[src/logic/scc_strap_map.vh]
`ifndef SCC_STRAP_MAP_VH
`define SCC_STRAP_MAP_VH
// register byte addresses (word aligned)
`define SCC_ADDR_WORD 8'h00
`define SCC_ADDR_GSTAT 8'h04
`define SCC_ADDR_MEMBUS 8'h08
`define SCC_ADDR_PANEL 8'h0C
`define SCC_ADDR_VOLT 8'h10
`define SCC_ADDR_LIF1 8'h14
`define SCC_ADDR_LIF0 8'h18
`define SCC_ADDR_WAKE 8'h1C
`define SCC_ADDR_STAT 8'h20
// configuration word bit positions
`define SCC_CNF_ROM 0
`define SCC_CNF_BUSA 2
`define SCC_CNF_GP_LO 4
`define SCC_CNF_GP_HI 7
`define SCC_CNF_GP11 8
`define SCC_CNF_WAKE 9
`define SCC_CNF_VOLT 11
`define SCC_CNF_MMA 13
`define SCC_CNF_MMB 14
`define SCC_CNF_WIDTH 15
`define SCC_CNF_MMC 16
`define SCC_CNF_BUSB 17
`define SCC_CNF_PNL0 18
`define SCC_CNF_PNL1 19
`define SCC_CNF_CLK 20
`define SCC_CNF_LIFL_LO 22
`define SCC_CNF_LIFL_HI 27
`define SCC_CNF_LIFH_LO 28
`define SCC_CNF_LIFH_HI 31
// starred bits capture a pulldown as one
`define SCC_INVERT_MASK 32'h0000_0141
// bus a lines that swap places on their way into the word
`define SCC_PIN_GP11 11
`define SCC_PIN_VOLT 8
// register field positions
`define SCC_GS_GP_LO 4
`define SCC_GS_GP_HI 7
`define SCC_GS_GP11 3
`define SCC_MB_BUSB 4
`define SCC_MB_MMA 5
`define SCC_MB_MMB 6
`define SCC_MB_MMC 7
`define SCC_VC_AUTO 5
`define SCC_VC_VAL_HI 4
`define SCC_LIF0_LO 4
`define SCC_LIF0_HI 7
`define SCC_LIF1_HI 5
// voltage field reset encoding meaning five volts
`define SCC_VOLT_5V 5'h00
`endif

[src/logic/scc_strap_capture.v]
`timescale 1ns/100ps
`default_nettype none
`include "scc_strap_map.vh"
module scc_strap_capture (
	// clock and reset
	input wire clock,
	input wire rst_b,
	// raw memory data bus levels, low = pulldown
	input wire [15:0] memBusA,
	input wire [15:0] memBusB,
	// captured configuration word
	output reg [31:0] strapConfigWord
);
	wire [31:0] rawWord;
	wire [31:0] invertMask;
	reg capturing_reg;
	genvar i;
	// line 11 lands in bit 8 and line 8 in bit 11, the rest in place
	assign rawWord = {memBusB, memBusA[15:12], memBusA[`SCC_PIN_VOLT],
		memBusA[10:9], memBusA[`SCC_PIN_GP11], memBusA[7:0]};
	assign invertMask = `SCC_INVERT_MASK;
	// inverted bits and sampling during reset
	generate
		for (i = 0; i < 32; i = i + 1)
		begin : gBit
			always @(posedge clock)
			begin
				if (!rst_b || capturing_reg)
					strapConfigWord[i] <= rawWord[i] ^ invertMask[i];
			end
		end
	endgenerate
	// one more sample on the first edge after release, then frozen
	always @(posedge clock or negedge rst_b)
	begin
		if (!rst_b)
			capturing_reg <= 1'b1;
		else
			capturing_reg <= 1'b0;
	end
endmodule // scc_strap_capture
`default_nettype wire

[src/logic/scc_strap_config.v]
// Overview of operation
// - strap lines 7..4 and 11 read back as general status bits 7..4, 3
// - voltage strap pulled down forces detectors to voltage field bits 4..0
// - forced voltage field resets to the five volt encoding
// - voltage strap open leaves detectors on automatic detect
// - wake strap pulled down: video enabled by writing one to port bit 0
// - wake strap open: video enabled through setup ports x102h and 46E8h
// - three memory mode straps appear in memory/bus register bits 5,6,7
// - bus architecture from two straps; second shows read-only at bit 4
// - host width strap pulled down selects 16-bit, else 32-bit path
// - clock strap pulled down selects 2x local clock, else 1x
// - two panel straps load panel select bits 0 and 1
// - six straps load local if reg1 bits 5..0, four load reg0 bits 7..4
// - starred straps capture pulldown as one, all others as zero
//
// Register access over AHB-Lite and the placing of the registers were chosen for this implementation.
`timescale 1ns/100ps
`default_nettype none
`include "scc_strap_map.vh"
module scc_strap_config (
	// clock and reset
	input wire clock,
	input wire rst_b,
	// strap pins
	input wire [15:0] memBusA,
	input wire [15:0] memBusB,
	// ahb-lite slave
	input wire hsel,
	input wire [7:0] haddr,
	input wire [1:0] htrans,
	input wire hwrite,
	input wire [2:0] hsize,
	input wire [31:0] hwdata,
	input wire hready,
	output wire hreadyout,
	output wire hresp,
	output reg [31:0] hrdata,
	// device controls
	output wire [1:0] busArchSel,
	output wire hostWidth16,
	output wire localClk2x,
	output wire [2:0] memoryModeSel,
	output wire [1:0] panelTypeSel,
	output wire romMappedOut,
	output wire voltForce,
	output wire [4:0] voltDetectValue,
	output wire wakeupPortSel3c3,
	output wire videoEnable,
	// local bus interface defaults
	output wire [7:0] localIfReg0,
	output wire [7:0] localIfReg1
);
	wire [31:0] strap_config_word;
	reg [1:0] memModeRw_reg;
	reg [1:0] panelSel_reg;
	reg [5:0] volt_reg;
	reg [5:0] lif1_reg;
	reg [3:0] lif0_reg;
	reg wake3c3_reg;
	reg wakeSetup_reg;
	reg loadPending_reg;
	reg wrPend_reg;
	reg [7:0] wrAddr_reg;
	reg [31:0] rdNext;
	wire addrPhase;

	scc_strap_capture uCapture (
		.clock(clock),
		.rst_b(rst_b),
		.memBusA(memBusA),
		.memBusB(memBusB),
		.strapConfigWord(strap_config_word)
	);

	assign addrPhase = hsel && hready && htrans[1];
	assign hreadyout = 1'b1;
	assign hresp = 1'b0;

	// bus writes land one cycle after the address phase
	always @(posedge clock or negedge rst_b)
	begin
		if (!rst_b)
		begin
			wrPend_reg <= 1'b0;
			wrAddr_reg <= 8'h00;
		end
		else
		begin
			wrPend_reg <= addrPhase && hwrite;
			if (addrPhase)
				wrAddr_reg <= haddr;
		end
	end

	// strap defaults are loaded at the first edge after release, the same edge that takes the word's last sample
	always @(posedge clock or negedge rst_b)
	begin
		if (!rst_b)
			loadPending_reg <= 1'b1;
		else
			loadPending_reg <= 1'b0;
	end

	always @(posedge clock or negedge rst_b)
	begin
		if (!rst_b)
		begin
			memModeRw_reg <= 2'h0;
			panelSel_reg <= 2'h0;
			volt_reg <= {1'b0, `SCC_VOLT_5V};
			lif1_reg <= 6'h00;
			lif0_reg <= 4'h0;
			wake3c3_reg <= 1'b0;
			wakeSetup_reg <= 1'b0;
		end
		else if (loadPending_reg)
		begin
			memModeRw_reg <= {strap_config_word[`SCC_CNF_MMB], strap_config_word[`SCC_CNF_MMA]};
			panelSel_reg <= {strap_config_word[`SCC_CNF_PNL1], strap_config_word[`SCC_CNF_PNL0]};
			lif1_reg <= strap_config_word[`SCC_CNF_LIFL_HI:`SCC_CNF_LIFL_LO];
			lif0_reg <= strap_config_word[`SCC_CNF_LIFH_HI:`SCC_CNF_LIFH_LO];
		end
		else if (wrPend_reg)
		begin
			case (wrAddr_reg)
				`SCC_ADDR_MEMBUS:
					memModeRw_reg <= hwdata[`SCC_MB_MMB:`SCC_MB_MMA];
				`SCC_ADDR_PANEL:
					panelSel_reg <= hwdata[1:0];
				`SCC_ADDR_VOLT:
					volt_reg <= hwdata[`SCC_VC_AUTO:0];
				`SCC_ADDR_LIF1:
					lif1_reg <= hwdata[`SCC_LIF1_HI:0];
				`SCC_ADDR_LIF0:
					lif0_reg <= hwdata[`SCC_LIF0_HI:`SCC_LIF0_LO];
				`SCC_ADDR_WAKE:
				begin
					// bit 0: 3C3h-style enable, bit 1: setup-port enable
					wake3c3_reg <= hwdata[0];
					wakeSetup_reg <= hwdata[1];
				end
				default:
					wake3c3_reg <= wake3c3_reg;
			endcase
		end
	end

	// strap low (cnf bit 0) means pulldown for non-starred bits
	assign voltForce = ~strap_config_word[`SCC_CNF_VOLT];
	// when forced the register's bit 5 is ignored
	assign voltDetectValue = volt_reg[`SCC_VC_VAL_HI:0];
	assign wakeupPortSel3c3 = ~strap_config_word[`SCC_CNF_WAKE];
	// only the enable path chosen by the strap can wake the video
	assign videoEnable = wakeupPortSel3c3 ? wake3c3_reg
		: wakeSetup_reg;
	assign busArchSel = {strap_config_word[`SCC_CNF_BUSB], strap_config_word[`SCC_CNF_BUSA]};
	assign hostWidth16 = ~strap_config_word[`SCC_CNF_WIDTH];
	assign localClk2x = ~strap_config_word[`SCC_CNF_CLK];
	assign memoryModeSel = {strap_config_word[`SCC_CNF_MMC], memModeRw_reg};
	assign panelTypeSel = panelSel_reg;
	assign romMappedOut = strap_config_word[`SCC_CNF_ROM];
	assign localIfReg1 = {2'h0, lif1_reg};
	assign localIfReg0 = {lif0_reg, 4'h0};

	always @*
	begin
		rdNext = 32'h0000_0000;
		case (haddr)
			`SCC_ADDR_WORD:
				rdNext = strap_config_word;
			`SCC_ADDR_GSTAT:
			begin
				rdNext[`SCC_GS_GP_HI:`SCC_GS_GP_LO] =
					strap_config_word[`SCC_CNF_GP_HI:`SCC_CNF_GP_LO];
				rdNext[`SCC_GS_GP11] = strap_config_word[`SCC_CNF_GP11];
			end
			`SCC_ADDR_MEMBUS:
			begin
				rdNext[`SCC_MB_BUSB] = strap_config_word[`SCC_CNF_BUSB];
				rdNext[`SCC_MB_MMB:`SCC_MB_MMA] = memModeRw_reg;
				rdNext[`SCC_MB_MMC] = strap_config_word[`SCC_CNF_MMC];
			end
			`SCC_ADDR_PANEL:
				rdNext[1:0] = panelSel_reg;
			`SCC_ADDR_VOLT:
				rdNext[`SCC_VC_AUTO:0] = volt_reg;
			`SCC_ADDR_LIF1:
				rdNext[7:0] = localIfReg1;
			`SCC_ADDR_LIF0:
				rdNext[7:0] = localIfReg0;
			`SCC_ADDR_WAKE:
				rdNext[1:0] = {wakeSetup_reg, wake3c3_reg};
			`SCC_ADDR_STAT:
				rdNext[4:0] = {videoEnable, voltForce, localClk2x,
					hostWidth16, wakeupPortSel3c3};
			default:
				rdNext = 32'h0000_0000;
		endcase
	end

	// read data registered so it stands in the data phase
	always @(posedge clock or negedge rst_b)
	begin
		if (!rst_b)
			hrdata <= 32'h0000_0000;
		else if (addrPhase && !hwrite)
			hrdata <= rdNext;
	end
endmodule // scc_strap_config
`default_nettype wire

[config.mk]
export PLATFORM = sky130hd
export DESIGN_NAME = scc_strap_config
export DESIGN_NICKNAME = d
export VERILOG_FILES = /design/src/logic/scc_strap_capture.v /design/src/logic/scc_strap_config.v
export VERILOG_INCLUDE_DIRS = /design/src /design/src/logic
export SDC_FILE = /design/constraint.sdc
export NUM_CORES = 1
export LEC_CHECK = 0
export BUFFER_PORTS_ARGS = -buffer_cell sky130_fd_sc_hd__clkbuf_2
export CAP_MARGIN = 40
export CORE_ASPECT_RATIO = 0.8
export CORE_MARGIN = 5
export CORE_UTILIZATION = 45
export DETAILED_ROUTE_END_ITERATION = 7
export GPL_ROUTABILITY_DRIVEN = 1
export PLACE_DENSITY = 0.7
export SLEW_MARGIN = 15
export SYNTH_ARGS = -nofsm -noshare
export SYNTH_HDL_FRONTEND = slang
export SYNTH_SLANG_ARGS = --single-unit
[constraint.sdc]
create_clock -name clock -period 4.75 [get_ports clock]
set_input_delay 0.475 -clock clock [delete_from_list [all_inputs] [get_ports clock]]
set_output_delay 0.475 -clock clock [all_outputs]
set_load 0.02 [all_outputs]
==> After elaboration in Yosys (flattened, before gate mapping) <==
Cells that the tools add are included.
{ "totals": {"ram_bits": 0, "rom_bits": 0, "memories": 0, "register_bits": 96, "latch_bits": 0, "elab_cells": 105} }
{ "classes": {"mux": 20, "n_div": 0, "n_shift": 0, "bitwise": 8, "eq_ne": 14, "magnitude_cmp": 0, "reduce_logical": 20, "add_sub_neg": 0, "multipliers": 0} }
{ "op_table": {"columns": ["op", "count"], "rows": [
  ["== test 8 x 5 -> 1 bit, second input constant", 8],
  ["== test 8 x 4 -> 1 bit, second input constant", 4],
  ["2-to-1 mux 24 bit", 1],
  ["2-to-1 mux 6 bit", 3],
  ["2-to-1 mux 2 bit", 6],
  ["2-to-1 mux 4 bit", 3],
  ["one-hot mux 2 bit (6 select lines)", 1],
  ["one-hot mux 1 bit (5 select lines)", 2],
  ["nonzero test 2 bit", 5],
  ["== test 8 x 3 -> 1 bit, second input constant", 1],
  ["== test 8 x 6 -> 1 bit, second input constant", 1],
  ["zero test 8 bit", 1],
  ["inverter 1 bit", 8],
  ["AND reduction 2 bit", 4],
  ["one-hot mux 1 bit (6 select lines)", 1],
  ["one-hot mux 2 bit (3 select lines)", 1],
  ["AND reduction 3 bit", 2],
  ["logical AND 1 bit", 4],
  ["one-hot mux 1 bit (4 select lines)", 1],
  ["zero test 1 bit", 2],
  ["OR reduction 2 bit", 1],
  ["logical OR 1 bit", 1],
  ["2-to-1 mux 1 bit", 1]
]} }

==> Logic depth before layout (Yosys ltp) <==
{ "depth": {"word_depth": 4, "ltp_mapped": 6} }

==> Cells and area by module <==
From an unflattened synthesis, not the netlist that was laid out.
{ "hier_totals": {"cells_unflattened": 314, "hier_area_um2": 4126.5} }
{ "modules_own_cells": {"columns": ["module", "area_per_inst_um2", "n_inst", "cells_per_inst"], "rows": [
  ["scc_strap_config", 3118.0, 1, 276],
  ["scc_strap_capture", 1008.5, 1, 38]
]} }

==> Worst setup path before layout <==
No wires, ideal clock.
{ "synth_path": {"path_kind": "register to register", "startpoint": "register uCapture.capturing_reg", "endpoint": "register uCapture.strapConfigWord[0], enable pin", "n_path_buf": 1, "stages_incl_launch_ff": 3, "required_time_ns": 4.356, "slack_ns": 2.761, "arrival_time_ns": 1.595, "setup_time_ns": 0.394, "cell_sequence": "dfstp_2 clkbuf_1 nand2b_1"} }
{ "synth_via": {"elab_chain_len": 1} }
{ "synth_rtl": {"columns": ["element", "line_no", "source"], "rows": [
  ["from (decl)", "scc_strap_capture.v:16", "reg capturing_reg;"],
  ["from (signal assigned)", "scc_strap_capture.v:37", "capturing_reg <= 1'b1;"],
  ["from (signal assigned)", "scc_strap_capture.v:39", "capturing_reg <= 1'b0;"],
  ["logical OR 1 bit", "scc_strap_capture.v:28", "if (!rst_b || capturing_reg)"],
  ["to (signal, indexed assignment)", "scc_strap_capture.v:29", "strapConfigWord[i] <= rawWord[i] ^ invertMask[i];"],
  ["to (decl)", "scc_strap_capture.v:12", "output reg [31:0] strapConfigWord"]
]} }
No other way between the ends.
A chain may end at the register's enable or synchronous reset.

==> Worst setup path in the final report <==
{ "layout_path": {"startpoint": "register wrAddr_reg[5]", "endpoint": "register volt_reg[2]"} }
{ "layout_via": {"elab_chain_len": 2} }
{ "layout_rtl": {"columns": ["element", "line_no", "source"], "rows": [
  ["from (decl)", "scc_strap_config.v:63", "reg [7:0] wrAddr_reg;"],
  ["from (signal assigned)", "scc_strap_config.v:91", "wrAddr_reg <= haddr;"],
  ["== test 8 x 5 -> 1 bit", "scc_strap_config.v:125", "case (wrAddr_reg)"],
  ["AND reduction 3 bit (no line)", null, null],
  ["to (signal assigned)", "scc_strap_config.v:110", "volt_reg <= {1'b0, `SCC_VOLT_5V};"],
  ["to (signal assigned)", "scc_strap_config.v:131", "volt_reg <= hwdata[`SCC_VC_AUTO:0];"],
  ["to (decl)", "scc_strap_config.v:56", "reg [5:0] volt_reg;"]
]} }
No other way between the ends.

==> out/metrics.cfg <==
[run_status]
status = finished, final reports clean

[yosys]
syn_area_um2 = 4120
synthMostInstantiatedCell = dfrtp_1
synth-seq-cells = 96
synth_edf_count = 32
syn_inst = 309
synthArstFlopShare = 0.667
synth_common_cells = dfrtp_1 (63), edfxtp_1 (32), a22o_1 (26)
avgSynthCellArea_um2 = 13.3
ys_types = 47
synthDominantCellAreaShare = 0.383
ys.flop_type = dfrtp_1
synth_area_leader_cell = dfrtp_1
synth_area_leaders = dfrtp_1 (38%), edfxtp_1 (23%), mux2i_1 (6.1%)
yosysSeqAreaShare = 0.623
ys_warn_count = 0

[sta]
finalMaxSlewViolations = 0
report.final.setup_viol = 0
fin_skew_ns = 0.0120
fin_crit_ns = 2.18
grt_setup_unrepaired = no
fin_setup_tns_ns = 0
post-route-period-util = 0.459
fmax_mhz = 459
max-slew-margin-rel = 0.584
worst_slew_pin_slew_ns = 0.618
hold_viol = 0

[cells_and_area]
antenna_cells = 0
stdcell_area_um2 = 5030
final_layout_size_suffix_gt1_frac = 0.384
nets = 496
area_growth_pct = 22.1
stdcell_count = 534
num-fill-cells = 788

[pwr]
swShare = 0.261
leakagePower_uw = 0.00243
p_switching_uw = 481
ir_drop_v = 0.000234
power_uw = 1840
internal_power_uw = 1360
p_seq_frac = 0.516
combinationalPowerShare = 0.102
pwr_density_cell_nw_per_um2 = 367
clkPwrFrac = 0.382

[floorplanning]
fp.coreArea_um2 = 9000
io_pins = 150
die_h_um = 95.6
die_w_um = 117
initial_core_util = 0.458
dieArea_um2 = 11200
rows = 31

[place]
io_buffers = 113
place_area_um2 = 4690
dp.cells = 516
dp_hpwl_um = 7210
gp_congestion = 0.837

[route]
vias = 2815
dr.max_layer_used = met4
viasPerCell = 5.27
drtAntennaViolNets = 0
firstDrtPassIters = 4
totalWireLength_um = 9930
routedWlPerCell_um = 18.6
drcViolationCount = 0
wl_met3_um = 813
drt-met1-wl_um = 4500
wl_met2_um = 4550
drtIter0Drc = 100

[critical_path]
path_class = reg -> reg
path_buf_inv = 0
cpPeakStageDelay_ns = 0.77
crit_path_cell_trace = nor4b_4, nand2_1, or4b_1, mux2_4
cp-start-kind = register
crit_family = simple AND/OR/NAND/NOR gates
critical_path_arrival_ns = 2.41
required_ns = 4.98
cp_max_fo = 6
cpMaxStageDelayCell = or4b_1
end_kind = register

[hold_path]
hp-class = in -> async

[clock_network]
clock_path_buffers = 2
htreeDepth = 3
cts-root-buf = clkbuf_16
post-cts-setup-buffers = 0
post_cts_resized = 0
cts_hold_buffers = 0
cts_tree = yes
clock_latency_ns = 0.34
path_clk_slew_ns = 0.07
cts.sinks = 96
cts_buffers = 9

[global_routing]
grt_pass1_vias = 2939
grt_pass1_wl_um = 15800
grt.total_usage = 0.189
grt_overflow_total = 0
antenna_found_initial = 0
grt_max_degree = 65

[run]
max_cap_viol_count = 0

-- cell type report --
cell class | count | area, µm² | share of cell area
multi-input cells | 179 | 1350 | 0.269
repair buffers | 118 | 643 | 0.128
clock inverters | 6 | 50.0 | 0.00996
inverters | 10 | 37.5 | 0.00747
clock buffers | 10 | 239 | 0.0475
flip-flops and latches | 96 | 2560 | 0.510
well taps | 115 | 144 | 0.0286
-- cell usage in the layout (no fill, tap or decap), types with 3 or more instances in the layout --
cell type  Yosys  routed
dfrtp_1       63      63
o22ai_1        4       4
o21ai_0       19      19
nor3_1         3       3
clkbuf_2       0     112
mux2i_1       25      25
a22o_1        26      26
nor2_1        10      10
mux2_4         6       6
nand3_1        3       3
mux2_2        10      10
inv_1         10      10
conb_1         2       9
nand2b_1       4       3
clkbuf_16      0       9
edfxtp_1      32      32
nand2_1       25      25
-- stage by stage --
step / setup WS, ns / util / hold slack, ns
finish: 2.57 / 0.559 / 0.0586
global route: 2.48 / 0.559 / 0.0472
CTS: 2.57 / 0.553 / 0.288
detailed placement: 2.55 / 0.521 / 0.450
global placement: 2.23 / 0.520 / 0.448
floorplan: 2.76 / - / 0.179
-- logic make-up (layout without fill, tap and decap cells) --
family | Yosys count | count (layout) | share of synthesized area
AOI/OAI and AO/OA | 63 | 63 | 0.110
and+or+nand+nor | 65 | 65 | 0.0933
buffers and inverters | 41 | 144 | 0.0565
muxes | 42 | 42 | 0.115
other | 2 | 9 | 0.00182
DFF | 96 | 96 | 0.623
-- worst paths after layout --
path	start	to	depth (start not counted)	slack (ns)
worst max-delay path	wrAddr_reg[5]$_DFFE_PN0P_	volt_reg[2]$_DFFE_PN0P_	4	2.57
worst max register to register	wrAddr_reg[5]$_DFFE_PN0P_	volt_reg[2]$_DFFE_PN0P_	4	2.57
max in group asynchronous	rst_b	uCapture.capturing_reg$_DFF_PN1_	3	4.16
worst min register to register	uCapture.strapConfigWord[12]$_DFFE_PP_	hrdata[12]$_DFFE_PN0P_	1	0.46
min in group clock	memBusA[7]	uCapture.strapConfigWord[7]$_DFFE_PP_	1	0.30
worst min-delay path	rst_b	hrdata[20]$_DFFE_PN0P_	2	0.06
-- power groups by stage --
stage	combinational [µW]	clock (µW)	sequential [µW]
2_1_floorplan	102	0	971
3_3_place_gp	180	0	966
3_5_place_dp	184	0	969
4_1_cts	185	719	952
5_1_grt	209	757	959
6_report	188	703	952
-- metal layers --
layer  vias to the layer above  global-route usage
met5                         -                   0
met4                         0              0.0458
met3                         8              0.0673
met2                       106               0.293
met1                      1380               0.256
li1                       1321                   -
-- worst reg2reg max path: cells and delay by family, from the launching register on --
kind	cells	cell delay, ns
DFF	1	0.41
and+or+nand+nor	3	1.28
muxes	1	0.39
Note: power is estimated with default switching activity, not from simulation.
